--- config.mk ---
export PLATFORM = sky130hd
export DESIGN_NAME = imra_top
export DESIGN_NICKNAME = d
export VERILOG_FILES = /design/src/design/imra_pkg.sv /design/src/design/imra_ptr.sv /design/src/design/imra_top.sv
export SDC_FILE = /design/constraint.sdc
export NUM_CORES = 1
export LEC_CHECK = 0
export BUFFER_PORTS_ARGS = -buffer_cell sky130_fd_sc_hd__clkbuf_2
export CORE_ASPECT_RATIO = 2
export CORE_MARGIN = 2
export CORE_UTILIZATION = 40
export CTS_CLUSTER_DIAMETER = 80
export DETAILED_ROUTE_END_ITERATION = 8
export HOLD_SLACK_MARGIN = 0.08
export PLACE_DENSITY = 0.68
export SYNTH_ARGS = -nofsm -noshare
export SYNTH_HDL_FRONTEND = slang
export SYNTH_SLANG_ARGS = --single-unit
--- constraint.sdc ---
create_clock -name clk -period 1.98 [get_ports clk]
set_input_delay 0.396 -clock clk [delete_from_list [all_inputs] [get_ports clk]]
set_output_delay 0.396 -clock clk [all_outputs]
set_load 0.03 [all_outputs]
--- src/design/imra_pkg.sv ---
// Package: register map, field layout and reset values of the management register block
package imra_pkg;

  // Register offsets on the management register port
  localparam logic [4:0] IMRA_OFF_DIAG_AUTORUN = 5'h09;
  localparam logic [4:0] IMRA_OFF_IND_CTRL     = 5'h0d;
  localparam logic [4:0] IMRA_OFF_IND_WINDOW   = 5'h0e;
  localparam logic [4:0] IMRA_OFF_INT_TEST     = 5'h11;

  // Reset values
  localparam logic [15:0] IMRA_RST_DIAG_AUTORUN = 16'h2000;
  localparam logic [15:0] IMRA_RST_IND_CTRL     = 16'h0000;
  localparam logic [15:0] IMRA_RST_INT_TEST     = 16'h010b;

  // Field positions
  localparam int IMRA_BIT_AUTORUN  = 8;
  localparam int IMRA_BIT_INT_POL  = 3;
  localparam int IMRA_BIT_INT_TEST = 2;

  // Device address values accepted by the window
  localparam logic [4:0] IMRA_DEVAD_VEND = 5'h1f;
  localparam logic [4:0] IMRA_DEVAD_PMA  = 5'h01;

  // Highest vendor extended register offset
  localparam logic [15:0] IMRA_VEND_MAX = 16'h04d1;

  typedef enum logic [1:0] {
    IMRA_CMD_ADDR   = 2'b00,
    IMRA_CMD_DATA   = 2'b01,
    IMRA_CMD_INC_RW = 2'b10,
    IMRA_CMD_INC_WR = 2'b11
  } imra_cmd_t;

  // Management register port request
  typedef struct packed {
    logic        rd;
    logic        wr;
    logic [4:0]  addr;
    logic [15:0] wdata;
  } imra_req_t;

  // Extended space access request
  typedef struct packed {
    logic        vend;
    logic        rd;
    logic        wr;
    logic [15:0] addr;
    logic [15:0] wdata;
  } imra_ext_t;

endpackage

--- src/design/imra_ptr.sv ---
// Module: per-space address pointer with post-advance control
`timescale 1ns/10ps
module imra_ptr (
  // Clock and reset
  input  wire logic        clk,
  input  wire logic        reset,
  // Control
  input  wire logic        sel,
  input  wire logic        load,
  input  wire logic [15:0] load_val,
  input  wire logic        advance,
  // State
  output logic [15:0]      ptr
);
  import imra_pkg::*;

  logic [15:0] ptr_q;

  always_ff @(posedge clk) begin
    if (reset) begin
      ptr_q <= 16'h0000;
    end else if (sel && load) begin
      ptr_q <= load_val;
    end else if (sel && advance) begin
      ptr_q <= ptr_q + 16'h0001;
    end
  end

  assign ptr = ptr_q;

endmodule

--- src/design/imra_top.sv ---
// Module: management registers with indirect extended window and interrupt test
//
// Overview of operation
// - Auto-run bit starts diagnostics on link loss
// - Command 00 address, 01 data, 10 advancing
// - Command 11 advances pointer on writes only
// - Device address field picks the target space
// - All-ones address routes to vendor space
// - Address 00001 routes to PMA/PMD space
// - Other device addresses are ignored entirely
// - Command 00 reaches address, else data
// - Polarity bit sets idle and active pin level
// - Test bit forces the interrupt output
// - Forced interrupt lasts while test bit set
`timescale 1ns/10ps
module imra_top (
  // Clock and reset
  input  wire logic                clk,
  input  wire logic                reset,
  // Management register port
  input  wire imra_pkg::imra_req_t reg_req,
  output logic [15:0]              reg_rdata,
  // Extended register spaces
  output imra_pkg::imra_ext_t      ext_req,
  input  wire logic [15:0]         vend_rdata,
  input  wire logic [15:0]         pma_rdata,
  // Link and diagnostics
  input  wire logic                link_up,
  output logic                     diag_start,
  // Interrupts
  input  wire logic                event_irq,
  output logic                     int_pin
);
  import imra_pkg::*;

  logic [15:0] autorun_q;
  logic [15:0] ctrl_q;
  logic [15:0] inttest_q;
  logic        link_q;
  logic        diag_start_q;
  logic        int_pin_q;
  logic [15:0] rdata_q;
  logic [15:0] vend_ptr;
  logic [15:0] pma_ptr;
  logic [15:0] cur_ptr;
  imra_cmd_t   cmd;
  logic [4:0]  devad;
  logic        dev_vend;
  logic        dev_pma;
  logic        dev_ok;
  logic        win_rd;
  logic        win_wr;
  logic        is_addr;
  logic        adv;
  logic        int_active;

  // Shared register decode
  function automatic logic hit(input imra_req_t r, input logic [4:0] off);
    return r.addr == off;
  endfunction

  //////////////////////////////////////////////////////////////////////////////
  // Window decode

  assign cmd      = imra_cmd_t'(ctrl_q[15:14]);
  assign devad    = ctrl_q[4:0];
  assign dev_vend = (devad == IMRA_DEVAD_VEND);
  assign dev_pma  = (devad == IMRA_DEVAD_PMA);
  assign dev_ok   = dev_vend || dev_pma;
  assign win_rd   = reg_req.rd && hit(reg_req, IMRA_OFF_IND_WINDOW);
  assign win_wr   = reg_req.wr && hit(reg_req, IMRA_OFF_IND_WINDOW);
  assign is_addr  = (cmd == IMRA_CMD_ADDR);
  assign cur_ptr  = dev_vend ? vend_ptr : pma_ptr;

  // Post-advance choice per command
  always_comb begin
    case (cmd)
      IMRA_CMD_ADDR:   adv = 1'b0;
      IMRA_CMD_DATA:   adv = 1'b0;
      IMRA_CMD_INC_RW: adv = win_rd || win_wr;
      IMRA_CMD_INC_WR: adv = win_wr;
      default:         adv = 1'b0;
    endcase
  end

  //////////////////////////////////////////////////////////////////////////////
  // Per-space pointers

  imra_ptr u_vend_ptr (
    .clk      (clk),
    .reset    (reset),
    .sel      (dev_vend),
    .load     (win_wr && is_addr),
    .load_val (reg_req.wdata),
    .advance  (adv && !is_addr),
    .ptr      (vend_ptr)
  );

  imra_ptr u_pma_ptr (
    .clk      (clk),
    .reset    (reset),
    .sel      (dev_pma),
    .load     (win_wr && is_addr),
    .load_val (reg_req.wdata),
    .advance  (adv && !is_addr),
    .ptr      (pma_ptr)
  );

  // Data access reaches the space only for a supported address
  always_comb begin
    ext_req.vend  = dev_vend;
    ext_req.rd    = win_rd && !is_addr && dev_ok;
    ext_req.wr    = win_wr && !is_addr && dev_ok;
    ext_req.addr  = cur_ptr;
    ext_req.wdata = reg_req.wdata;
  end

  //////////////////////////////////////////////////////////////////////////////
  // Direct registers

  always_ff @(posedge clk) begin
    if (reset) begin
      ctrl_q <= IMRA_RST_IND_CTRL;
    end else if (reg_req.wr && hit(reg_req, IMRA_OFF_IND_CTRL)) begin
      // Bits 13:5 read only zero
      ctrl_q <= {reg_req.wdata[15:14], 9'h000, reg_req.wdata[4:0]};
    end
  end

  always_ff @(posedge clk) begin
    if (reset) begin
      autorun_q <= IMRA_RST_DIAG_AUTORUN;
    end else if (reg_req.wr && hit(reg_req, IMRA_OFF_DIAG_AUTORUN)) begin
      autorun_q <= reg_req.wdata;
    end
  end

  always_ff @(posedge clk) begin
    if (reset) begin
      inttest_q <= IMRA_RST_INT_TEST;
    end else if (reg_req.wr && hit(reg_req, IMRA_OFF_INT_TEST)) begin
      inttest_q <= reg_req.wdata;
    end
  end

  // Read data registered one cycle after the read strobe
  always_ff @(posedge clk) begin
    if (reset) begin
      rdata_q <= 16'h0000;
    end else if (reg_req.rd) begin
      case (reg_req.addr)
        IMRA_OFF_DIAG_AUTORUN: rdata_q <= autorun_q;
        IMRA_OFF_IND_CTRL:     rdata_q <= ctrl_q;
        IMRA_OFF_INT_TEST:     rdata_q <= inttest_q;
        IMRA_OFF_IND_WINDOW: begin
          if (!dev_ok) begin
            rdata_q <= 16'h0000;
          end else if (is_addr) begin
            rdata_q <= cur_ptr;
          end else begin
            rdata_q <= dev_vend ? vend_rdata : pma_rdata;
          end
        end
        default:               rdata_q <= 16'h0000;
      endcase
    end
  end

  assign reg_rdata = rdata_q;

  //////////////////////////////////////////////////////////////////////////////
  // Auto-run on link loss

  always_ff @(posedge clk) begin
    if (reset) begin
      link_q <= 1'b0;
    end else begin
      link_q <= link_up;
    end
  end

  always_ff @(posedge clk) begin
    if (reset) begin
      diag_start_q <= 1'b0;
    end else begin
      diag_start_q <= link_q && !link_up && autorun_q[IMRA_BIT_AUTORUN];
    end
  end

  assign diag_start = diag_start_q;

  //////////////////////////////////////////////////////////////////////////////
  // Interrupt pin

  // Test bit holds the pin active until software clears it
  assign int_active = event_irq || inttest_q[IMRA_BIT_INT_TEST];

  always_ff @(posedge clk) begin
    if (reset) begin
      int_pin_q <= 1'b1;
    end else begin
      int_pin_q <= int_active ^ inttest_q[IMRA_BIT_INT_POL];
    end
  end

  assign int_pin = int_pin_q;

  //////////////////////////////////////////////////////////////////////////////
  // Checks

  // Fall is judged on the pin itself, not on the internal delay flop
  chk_autorun_start: assert property (@(posedge clk) disable iff (reset)
    ($fell(link_up) && !$past(reset) && autorun_q[IMRA_BIT_AUTORUN]) |=> diag_start)
    else $error("Link loss with auto-run did not start diagnostics");

  chk_autorun_off: assert property (@(posedge clk) disable iff (reset)
    !$past(autorun_q[IMRA_BIT_AUTORUN]) |-> !diag_start)
    else $error("Diagnostics started with auto-run clear");

  chk_incrw_adv: assert property (@(posedge clk) disable iff (reset)
    (cmd == IMRA_CMD_INC_RW && dev_vend && win_rd) |=>
      vend_ptr == $past(vend_ptr) + 16'h0001)
    else $error("Pointer did not advance after read with command 10");

  chk_incrw_write: assert property (@(posedge clk) disable iff (reset)
    (cmd == IMRA_CMD_INC_RW && dev_vend && win_wr) |=>
      vend_ptr == $past(vend_ptr) + 16'h0001)
    else $error("Pointer did not advance after write with command 10");

  chk_data_hold: assert property (@(posedge clk) disable iff (reset)
    (cmd == IMRA_CMD_DATA && dev_pma && !$past(reset)) |=> $stable(pma_ptr))
    else $error("Pointer moved under command 01");

  chk_ctrl_write: assert property (@(posedge clk) disable iff (reset)
    (reg_req.wr && reg_req.addr == IMRA_OFF_IND_CTRL) |=>
      (ctrl_q[15:14] == $past(reg_req.wdata[15:14]) && devad == $past(reg_req.wdata[4:0])))
    else $error("Command or device address not taken from control write");

  chk_incwr_read: assert property (@(posedge clk) disable iff (reset)
    (cmd == IMRA_CMD_INC_WR && dev_vend && win_rd && !win_wr) |=> $stable(vend_ptr))
    else $error("Pointer moved on read under command 11");

  chk_incwr_write: assert property (@(posedge clk) disable iff (reset)
    (cmd == IMRA_CMD_INC_WR && dev_pma && win_wr) |=>
      pma_ptr == $past(pma_ptr) + 16'h0001)
    else $error("Pointer did not advance after write under command 11");

  chk_vend_read: assert property (@(posedge clk) disable iff (reset)
    (win_rd && !is_addr && dev_vend) |=> reg_rdata == $past(vend_rdata))
    else $error("Window read did not return vendor space data");

  chk_pma_read: assert property (@(posedge clk) disable iff (reset)
    (win_rd && !is_addr && dev_pma) |=> reg_rdata == $past(pma_rdata))
    else $error("Window read did not return standard space data");

  chk_bad_devad: assert property (@(posedge clk) disable iff (reset)
    !dev_ok |-> (!ext_req.rd && !ext_req.wr) ##1 ($stable(vend_ptr) && $stable(pma_ptr)))
    else $error("Access made with unsupported device address");

  chk_bad_read: assert property (@(posedge clk) disable iff (reset)
    (win_rd && !dev_ok) |=> reg_rdata == 16'h0000)
    else $error("Window read with unsupported device address not zero");

  chk_addr_load: assert property (@(posedge clk) disable iff (reset)
    (win_wr && is_addr && dev_vend) |=> vend_ptr == $past(reg_req.wdata))
    else $error("Address command did not load the pointer");

  chk_pma_load: assert property (@(posedge clk) disable iff (reset)
    (win_wr && is_addr && dev_pma) |=> pma_ptr == $past(reg_req.wdata))
    else $error("Address command did not load the standard space pointer");

  chk_addr_read: assert property (@(posedge clk) disable iff (reset)
    (win_rd && is_addr && dev_ok) |=> reg_rdata == $past(cur_ptr))
    else $error("Window read under command 00 did not return the pointer");

  chk_addr_no_ext: assert property (@(posedge clk) disable iff (reset)
    is_addr |-> (!ext_req.rd && !ext_req.wr))
    else $error("Space accessed under command 00");

  chk_int_polarity: assert property (@(posedge clk) disable iff (reset)
    (!event_irq && !inttest_q[IMRA_BIT_INT_TEST]) ##1 $stable(inttest_q) |->
      int_pin == inttest_q[IMRA_BIT_INT_POL])
    else $error("Idle interrupt pin level does not match polarity");

  chk_event_int: assert property (@(posedge clk) disable iff (reset)
    event_irq |=> int_pin == !$past(inttest_q[IMRA_BIT_INT_POL]))
    else $error("Pending event did not drive the active pin level");

  chk_test_force: assert property (@(posedge clk) disable iff (reset)
    inttest_q[IMRA_BIT_INT_TEST] [*2] |->
      int_pin == !$past(inttest_q[IMRA_BIT_INT_POL]))
    else $error("Test bit did not hold the interrupt active");

  chk_test_clear: assert property (@(posedge clk) disable iff (reset)
    ($fell(inttest_q[IMRA_BIT_INT_TEST]) && !event_irq) |=>
      int_pin == $past(inttest_q[IMRA_BIT_INT_POL]))
    else $error("Forced interrupt did not stop after test bit cleared");

  cov_autorun: cover property (@(posedge clk) disable iff (reset) diag_start);
  cov_vend_data: cover property (@(posedge clk) disable iff (reset)
    ext_req.wr && ext_req.vend);
  cov_pma_read: cover property (@(posedge clk) disable iff (reset)
    ext_req.rd && !ext_req.vend);
  cov_test_int: cover property (@(posedge clk) disable iff (reset)
    inttest_q[IMRA_BIT_INT_TEST] && !inttest_q[IMRA_BIT_INT_POL]);

endmodule

==> metrics list, run 1 <==
* Run status: complete, but fails checks
- The checks that failed: setup timing.
- Final critical delay including setup and external delays: slightly above 2 ns
- Pin count of the biggest net entering global routing: 41
- Met2 Track Usage GR: a little over two fifths
- Leakage power of the design: 3.128 nW
- Hold Vio Cnt, Final: 0
* Final worst-path setup slack: -0.06625 ns
- In the global route stage, met3 resource usage came out at about 3.8%.
* Critical-path cell list: buf_6 > nor4_4 > nor2_2 > nor3_4 > and3_4 > buf_8
- The number of global-route vias before repair is 5,290.
* Worst-path fanout max: 3
* Post-synth EDFFs: 0
- FF+latch count, synth: 90
* Maxcap violations: 0
- Worst-Margin Slew: around 0.47 ns
- Cells fill 54.82% of the core in the end.
- The tree built by TritonCTS fans out to 90 sinks.
- The max-slew violation count came to 0.
* Initial antenna violation count: 0
* Element type at the critical path start: register
* Final estimated routing congestion in global placement: about 0.94
* CTS tree: built
- All-layer global routing usage: about 26%
* Worst hold path cell count: 2
- Syn_nets: roughly 700
- First-pass GRT wire length: 28,690 um
- Placement Rows: 60
* Detailed Route WL: around 19,000 um
* FF-to-FF Start: ctrl_q[1]
* Worst Hold End: diag_start
- Once detailed placement completed, the half-perimeter wirelength came to between 10,000 and 15,000 um.
* WL/cell: a little over 20 um
* Total Power: around 4 mW
* Biggest area consumer among synthesized cells: dfxtp_1
- Counting instances in the post-synthesis netlist gives the leading cell types as dfxtp_1, nand2_1, a21oi_1, nor2_1, nand3_1.
* Post-route setup TNS: -0.2039 ns
- Highest attainable clock frequency: 488.7 MHz
* Setup repair after global routing missed its margin: true
* Antenna viol nets, final: 0
- Total iterations of the first detailed-routing run: 5
* Die outline area: roughly 14,000 sq um
- The post-route netlist has a little under two fifths of its cells at a drive strength greater than 1.
- H-tree depth: 3
- DIE HEIGHT: between 150 and 200 um
- Clock-pin slew was measured on the worst setup and hold paths at 0.07 ns.
- Iteration-0 DRC Markers: roughly 430
- The number of cells on the worst reg-to-reg path is 8.
* Clk Tree Root Cell: clkbuf_16
* Area growth from synthesis to final layout: 35.49%
- Cells taking the most area after synthesis: dfxtp_1, mux4_2, mux2i_1
* Antenna diode count: 0
- In the routed design, unresolved DRC markers number 0.
- For this configuration, the core starts out at a cell density of between 40% and 50%.
- Data on the critical path is required at its endpoint by between 1.5 and 2 ns.
- Worst-skew pair later-pin latency: ~0.35 ns
- The worst hold path belongs to the class in2reg.
* Top_reg_cell synth: dfxtp_1
- Data arrival, critical path: approximately 1.7 ns
- Summed over its instances, the top area cell type makes up around 34% of the synthesized netlist area.
* Cell with the most instances after synthesis: dfxtp_1
- Number of filler instances in the final layout: 1,167
* Final clock period utilization by the worst path: 103.3%
- The core region is roughly 13,000 sq um.
- For this run, global-route usage on met1 was measured as 31.67%.
- Measured along the x axis, the die boundary spans between 80 and 90 um.
- Power density of the placed cells: between 500 and 600 nW/um^2
- In this design, the stage delay of the slowest critical-path cell is around 0.33 ns.
- The startpoint identified for the worst hold timing path is link_up.
* Gate count of the mapped netlist: 642
- After synthesis, the mean cell area works out to ~8.4 sq um.
* GRT overflow: 0
- Count of final setup violators: 8
- about 110 I/O pins were placed.
- Hold buffers post-CTS: 0
- In this run the tightest slew margin relative to its limit is between 60% and 70%.
- Critical path startpoint: ctrl_q[4]
- Port buffering added ~110 buffers.
- Cell area after technology mapping: around 5400 sq um
* Ratio of routed vias to standard cells: about 6
* Type of the setup path with the least slack: reg2out
- Most crowded layer after global routing: met2
- The endpoint identified for the worst register-to-register timing path is reg_rdata[1].
* Buffer depth of the longest clock path: 2
- For the final database, setup skew stands at ~0.0095 ns.
* Number of different library cells in the post-synthesis netlist: 76
* Ys Warns: 0
- The net count of the finished layout is about 840.
- Proportion of synthesized flip-flops having asynchronous set or reset: 0%
* Num CTS Buffers: 9
* Crit path capture type: primary output
* Tightest hold margin: around 0.22 ns
- Cell at the slowest stage of the critical path: dfxtp_2
- Sequential elements use 33.51% of the synthesized area.
* Vias: about 5,700
* Setup slack of the worst register-to-register path: -0.03 ns
- Peak VDD IR: around 0.52 mV
[layout by cell type, fill, tap and decap left out, types with 9 or more instances in the layout]
cell	synthesis	final
a211oi_1	9	9
a21oi_1	57	52
a221o_1	9	9
and3_1	11	9
buf_12	1	10
buf_4	20	61
buf_8	0	13
clkbuf_16	0	12
clkbuf_2	2	93
dfxtp_1	90	85
mux2i_1	33	33
mux4_2	16	16
nand2_1	80	49
nand2_2	1	14
nand2_4	0	18
nand3_1	35	35
nor2_1	57	56
nor2b_1	11	11
nor3_1	23	23
o21ai_0	25	22
[layout make-up]
type                            instances  area (sq um)  area share [%]
Multi-Input combinational cell        478          3431           47.10
Sequential cell                        90          1808           24.82
Clock buffer                            9         225.2           3.092
Clock inverter                          7         92.59           1.271
Inverter                               10         50.05          0.6870
Tap cell                              155         193.9           2.662
Timing Repair Buffer                  188          1484           20.37
[worst max-delay path, delay by kind of cell, from the launching register on]
kind / cells / cell delay [ns]
buffers and inverters: 2 / 0.23
AND/OR/NAND/NOR: 4 / 0.75
flip-flops: 1 / 0.33
[stage by stage]
step	instances	setup slack, ns	instance area (sq um)
floorplan	642	-0.07943	5406
global placement	908	0.05642	6365
detailed placement	908	0.01268	6365
CTS	931	-0.07406	6933
global route	937	-0.1233	7284
finish	937	-0.06625	7284
[layer usage]
layer / wire length [um] / part of all wire [%] / vias to the layer above
li1: - / - / 2617
met1: 7198 / 38 / 2715
met2: 9224 / 49 / 334
met3: 1453 / 7.7 / 58
met4: 1025 / 5.4 / 0
met5: 0 / 0 / -
[where the power goes]
part	leakage, nW	switching [mW]	internal (mW)
clock	0.156	0.796	1.01
combinational	2.24	0.218	0.118
sequential	0.728	0.00569	1.82
[how the worst max path moves through the flow]
stage	endpoint	slack [ns]	cells past startpoint
CTS	ext_req[33]	-0.07	6
floorplan	ext_req[20]	-0.08	6
global placement	u_vend_ptr.ptr[11]	0.06	7
finish	ext_req[33]	-0.07	6
detailed placement	reg_rdata[9]	0.01	7
global route	ext_req[33]	-0.12	6
[flip-flops by register name, indices dropped and copies added (netlist names)]
| name | count |
|---|---|
| autorun_q | 16 |
| ctrl_q | 7 |
| diag_start | 1 |
| int_pin | 1 |
| inttest_q | 16 |
| link_q | 1 |
| reg_rdata | 16 |
| u_pma_ptr.ptr | 16 |
| u_vend_ptr.ptr | 16 |
[logic make-up (layout without fill, tap and decap cells)]
kind of cell / count (synthesis) / after routing / synth area share, %
buf+inv: 74 / 214 / 7.866
xor+xnor: 4 / 4 / 0.6517
compound gates: 150 / 150 / 18.39
fa+ha+maj: 2 / 2 / 0.4654
simple gates: 272 / 272 / 26.06
mux: 50 / 50 / 13.06
flops: 90 / 90 / 33.51
[timing repair]
| action | in CTS | in global routing |
|---|---|---|
| gates resized for setup | 52 | 80 |
| endpoints found under the setup margin | 18 | 31 |
| buffers inserted | 7 | 3 |
| gates cloned | 0 | 3 |
| pin swaps | 2 | 24 |
(Power assumes the default switching activity.)
==> run 2, diff against run 1 <==
RECOVER_POWER = 100   (was unset)
==> metrics list, run 2 (synthesized netlist as in run 1, its figures left out) <==
- Leakage power of the design: 2.979 nW (-4.8%)
- The number of cells in the finished layout apart from fillers was 937 (unchanged).
- The portion of total power attributed to the clock network came to 45.7% (about the same).
* Cell family contributing the most delay on the critical path: simple AND/OR/NAND/NOR gates
* Hold buffers post-CTS: 0 (unchanged)
* DP HPWL: 13,410 um (unchanged)
* Number of nets in the finished design: 838 (unchanged)
* Hold Vio Cnt, Final: 0 (unchanged)
- Total iterations of the first detailed-routing run: 6 (+1)
* Die outline width: 85.98 um (unchanged)
- The highest metal layer carrying signal wires in the routed design is met4.
* Hold WC Path Type: in2reg
- The CTS sink count came to 90 (unchanged).
- Final estimated routing congestion in global placement: 0.9377 (unchanged)
- Maxcap violations: 0 (unchanged)
- Antenna viol nets, final: 0 (unchanged)
* All-layer global routing usage: 25.52% (unchanged)
* Cell count after placement: 908 (unchanged)
- Fraction of final layout cells with drive strength greater than 1: 32.23% (-5.5 points)
- Cell at the slowest stage of the critical path: dfxtp_2
- The maximum clock skew at final layout was 0.009675 ns (+0.0001774 ns).
- DRC viols: 0 (unchanged)
- Max-slew violations: 0 (unchanged)
- Run status: complete, but fails checks
* Ratio of routed vias to standard cells: 6.058 (-0.84%)
- CTS placed an instance of clkbuf_16 at the clock tree root.
- The floorplan die area was 14,440 sq um (unchanged).
- GRT overflow: 0 (unchanged)
- Portion of total power attributed to sequential cells: 46.0% (about the same)
- The post-route met1 wirelength was 7245 um (+0.65%).
- Fraction of power spent switching nets: 25.76% (+0.082 points)
* WL/cell: 20.24 um (+0.32%)
- The cell area power density is 551.7 nW/um^2 (+1.3%).
* Vias: 5,676 (-0.84%)
* Count of final setup violators: 10 (+2)
- The largest net degree at the start of global routing was 41 (unchanged).
- The TritonCTS buffer count is 9 (unchanged).
- Combinational share of power: 8.3% (-0.2 points)
- H-tree depth: 3 (unchanged)
* Peak VDD IR: 0.5318 mV (+1.6%)
- Data arrival, critical path: 1.64 ns (about the same)
* Via count of the first global-routing pass: 5,290 (unchanged)
- In the layout the commonest cells are dfxtp_1, clkbuf_2, nor2_1, buf_4, a21oi_1.
* Crit path capture type: primary output
* Routed length on met3: 1451 um (-0.14%)
* Highest attainable clock frequency: 490.0 MHz (+0.27%)
- The library cell used most frequently in the layout, excluding fill and tap cells, is dfxtp_1.
* Worst-Margin Slew: 0.8478 ns (+0.3791 ns)
* Element type at the critical path start: register
- Type of the setup path with the least slack: reg2out
- TritonCTS built the clock tree.
* Critical-path cell list: buf_6 > nor4_4 > nor2_2 > nor3_4 > and3_4 > buf_8
- The clock latency on the worst-skew pair is 0.35 ns (about the same).
* Final clock period utilization by the worst path: 103.1% (-0.27 points)
- Setup repair after global routing could not meet its margin everywhere.
- Antenna diode count: 0 (unchanged)
* Starting density of the core: 40.46% (unchanged)
* Buffer depth of the longest clock path: 2 (unchanged)
- The shortest clock period the worst path allows after layout was 2.041 ns (-0.005441 ns).
- The placeable core area is 13,290 sq um (unchanged).
- Power dissipated by switching net loads: 1.021 mW (+0.19%)
- The quantity of I/O buffers inserted on ports was 111 (unchanged).
- The minimum setup slack in the final design was -0.06081 ns (+0.005441 ns).
- Number of buffers and inverters on the critical path: 2 (unchanged)
- The number of core rows is 60 (unchanged).
* Number of filler instances in the final layout: 1,212 (+3.9%)
* Relative slew slack: 43.48% (-25 points)
- The routed wire length on met2 came to 9303 um (+0.86%).
* Clock transition time at the flip-flop clock pins of the worst setup and hold paths: 0.07 ns (about the same)
- The biggest fanout along the worst timing path was 3 (unchanged).
* Initial antenna violation count: 0 (unchanged)
* Int Power: 2.943 mW (-0.24%)
* First-pass GRT wire length: 28,690 um (unchanged)
- The checks that failed: setup timing.
- DIE HEIGHT: 168.0 um (unchanged)
* Iteration-0 DRC Markers: 396 (-7.7%)
- The count of boundary I/O pins was 112 (unchanged).
- Area growth from synthesis to final layout: 33.63%
- Tightest hold margin: 0.2169 ns (-0.001619 ns)
* Detailed Route WL: 18,960 um (+0.32%)
- Largest stage delay on the critical path: 0.33 ns (about the same)
- The required time of the critical path is 1.58 ns (about the same).
[run 2: cell count changes in the layout (fill, tap and decap cells not counted), sizes merged]
cell | before | now
buf | 92 | 83
clkbuf | 105 | 114
[run 2: final cells by class]
| cell class | count | area [sq um] | share of cell area, % |
|---|---|---|---|
| multi-input cells | 478 | 3428 | 47.72 |
| clock inverters | 7 | 92.59 | 1.289 |
| well taps | 155 | 193.9 | 2.699 |
| clock buffers | 9 | 225.2 | 3.135 |
| repair buffers | 188 | 1386 | 19.30 |
| inverters | 10 | 50.05 | 0.6966 |
| flip-flops and latches | 90 | 1808 | 25.17 |
[run 2: path summary, 6_finish.rpt]
path | cells after the start | end | from | slack, ns
setup / recovery | 6 | ext_req[33] | ctrl_q[4] | -0.06
hold / removal | 2 | diag_start | link_up | 0.22
setup reg to reg | 8 | reg_rdata[1] | ctrl_q[1] | -0.02
hold reg to reg | 2 | inttest_q[6] | inttest_q[6] | 0.46
[run 2: power groups by stage]
stage               clock network, mW  logic, mW  registers [mW]
floorplan                           0      0.169            1.87
global placement                    0      0.327            1.86
detailed placement                  0      0.327            1.86
CTS                              1.85      0.332            1.82
global route                     1.92      0.346            1.82
finish                           1.81      0.329            1.82
[run 2: layer usage]
layer,up-vias,global-route usage (%)
li1,2613,-
met1,2683,31.67
met4,0,13.87
met3,56,3.775
met2,324,41.79
met5,-,0
[run 2: repair_timing]
item	4_1_cts	5_1_grt
endpoints found under the setup margin	18	31
gates cloned	0	3
resized for setup	52	80
setup buffers	7	3
pin swaps	2	24
[run 2: stage by stage]
| stage | setup WS [ns] | TNS (ns) | power, mW | cell area [sq um] | utilization, % |
|---|---|---|---|---|---|
| after floorplan | -0.07943 | -0.1821 | 2.035 | 5406 | - |
| after global placement | 0.05642 | 0 | 2.191 | 6365 | 47.90 |
| after detailed placement | 0.01268 | 0 | 2.192 | 6365 | 47.90 |
| after CTS | -0.07406 | -0.2619 | 4.001 | 6933 | 52.18 |
| after global routing | -0.1233 | -1.201 | 4.090 | 7184 | 54.07 |
| final | -0.06081 | -0.3225 | 3.964 | 7184 | 54.07 |
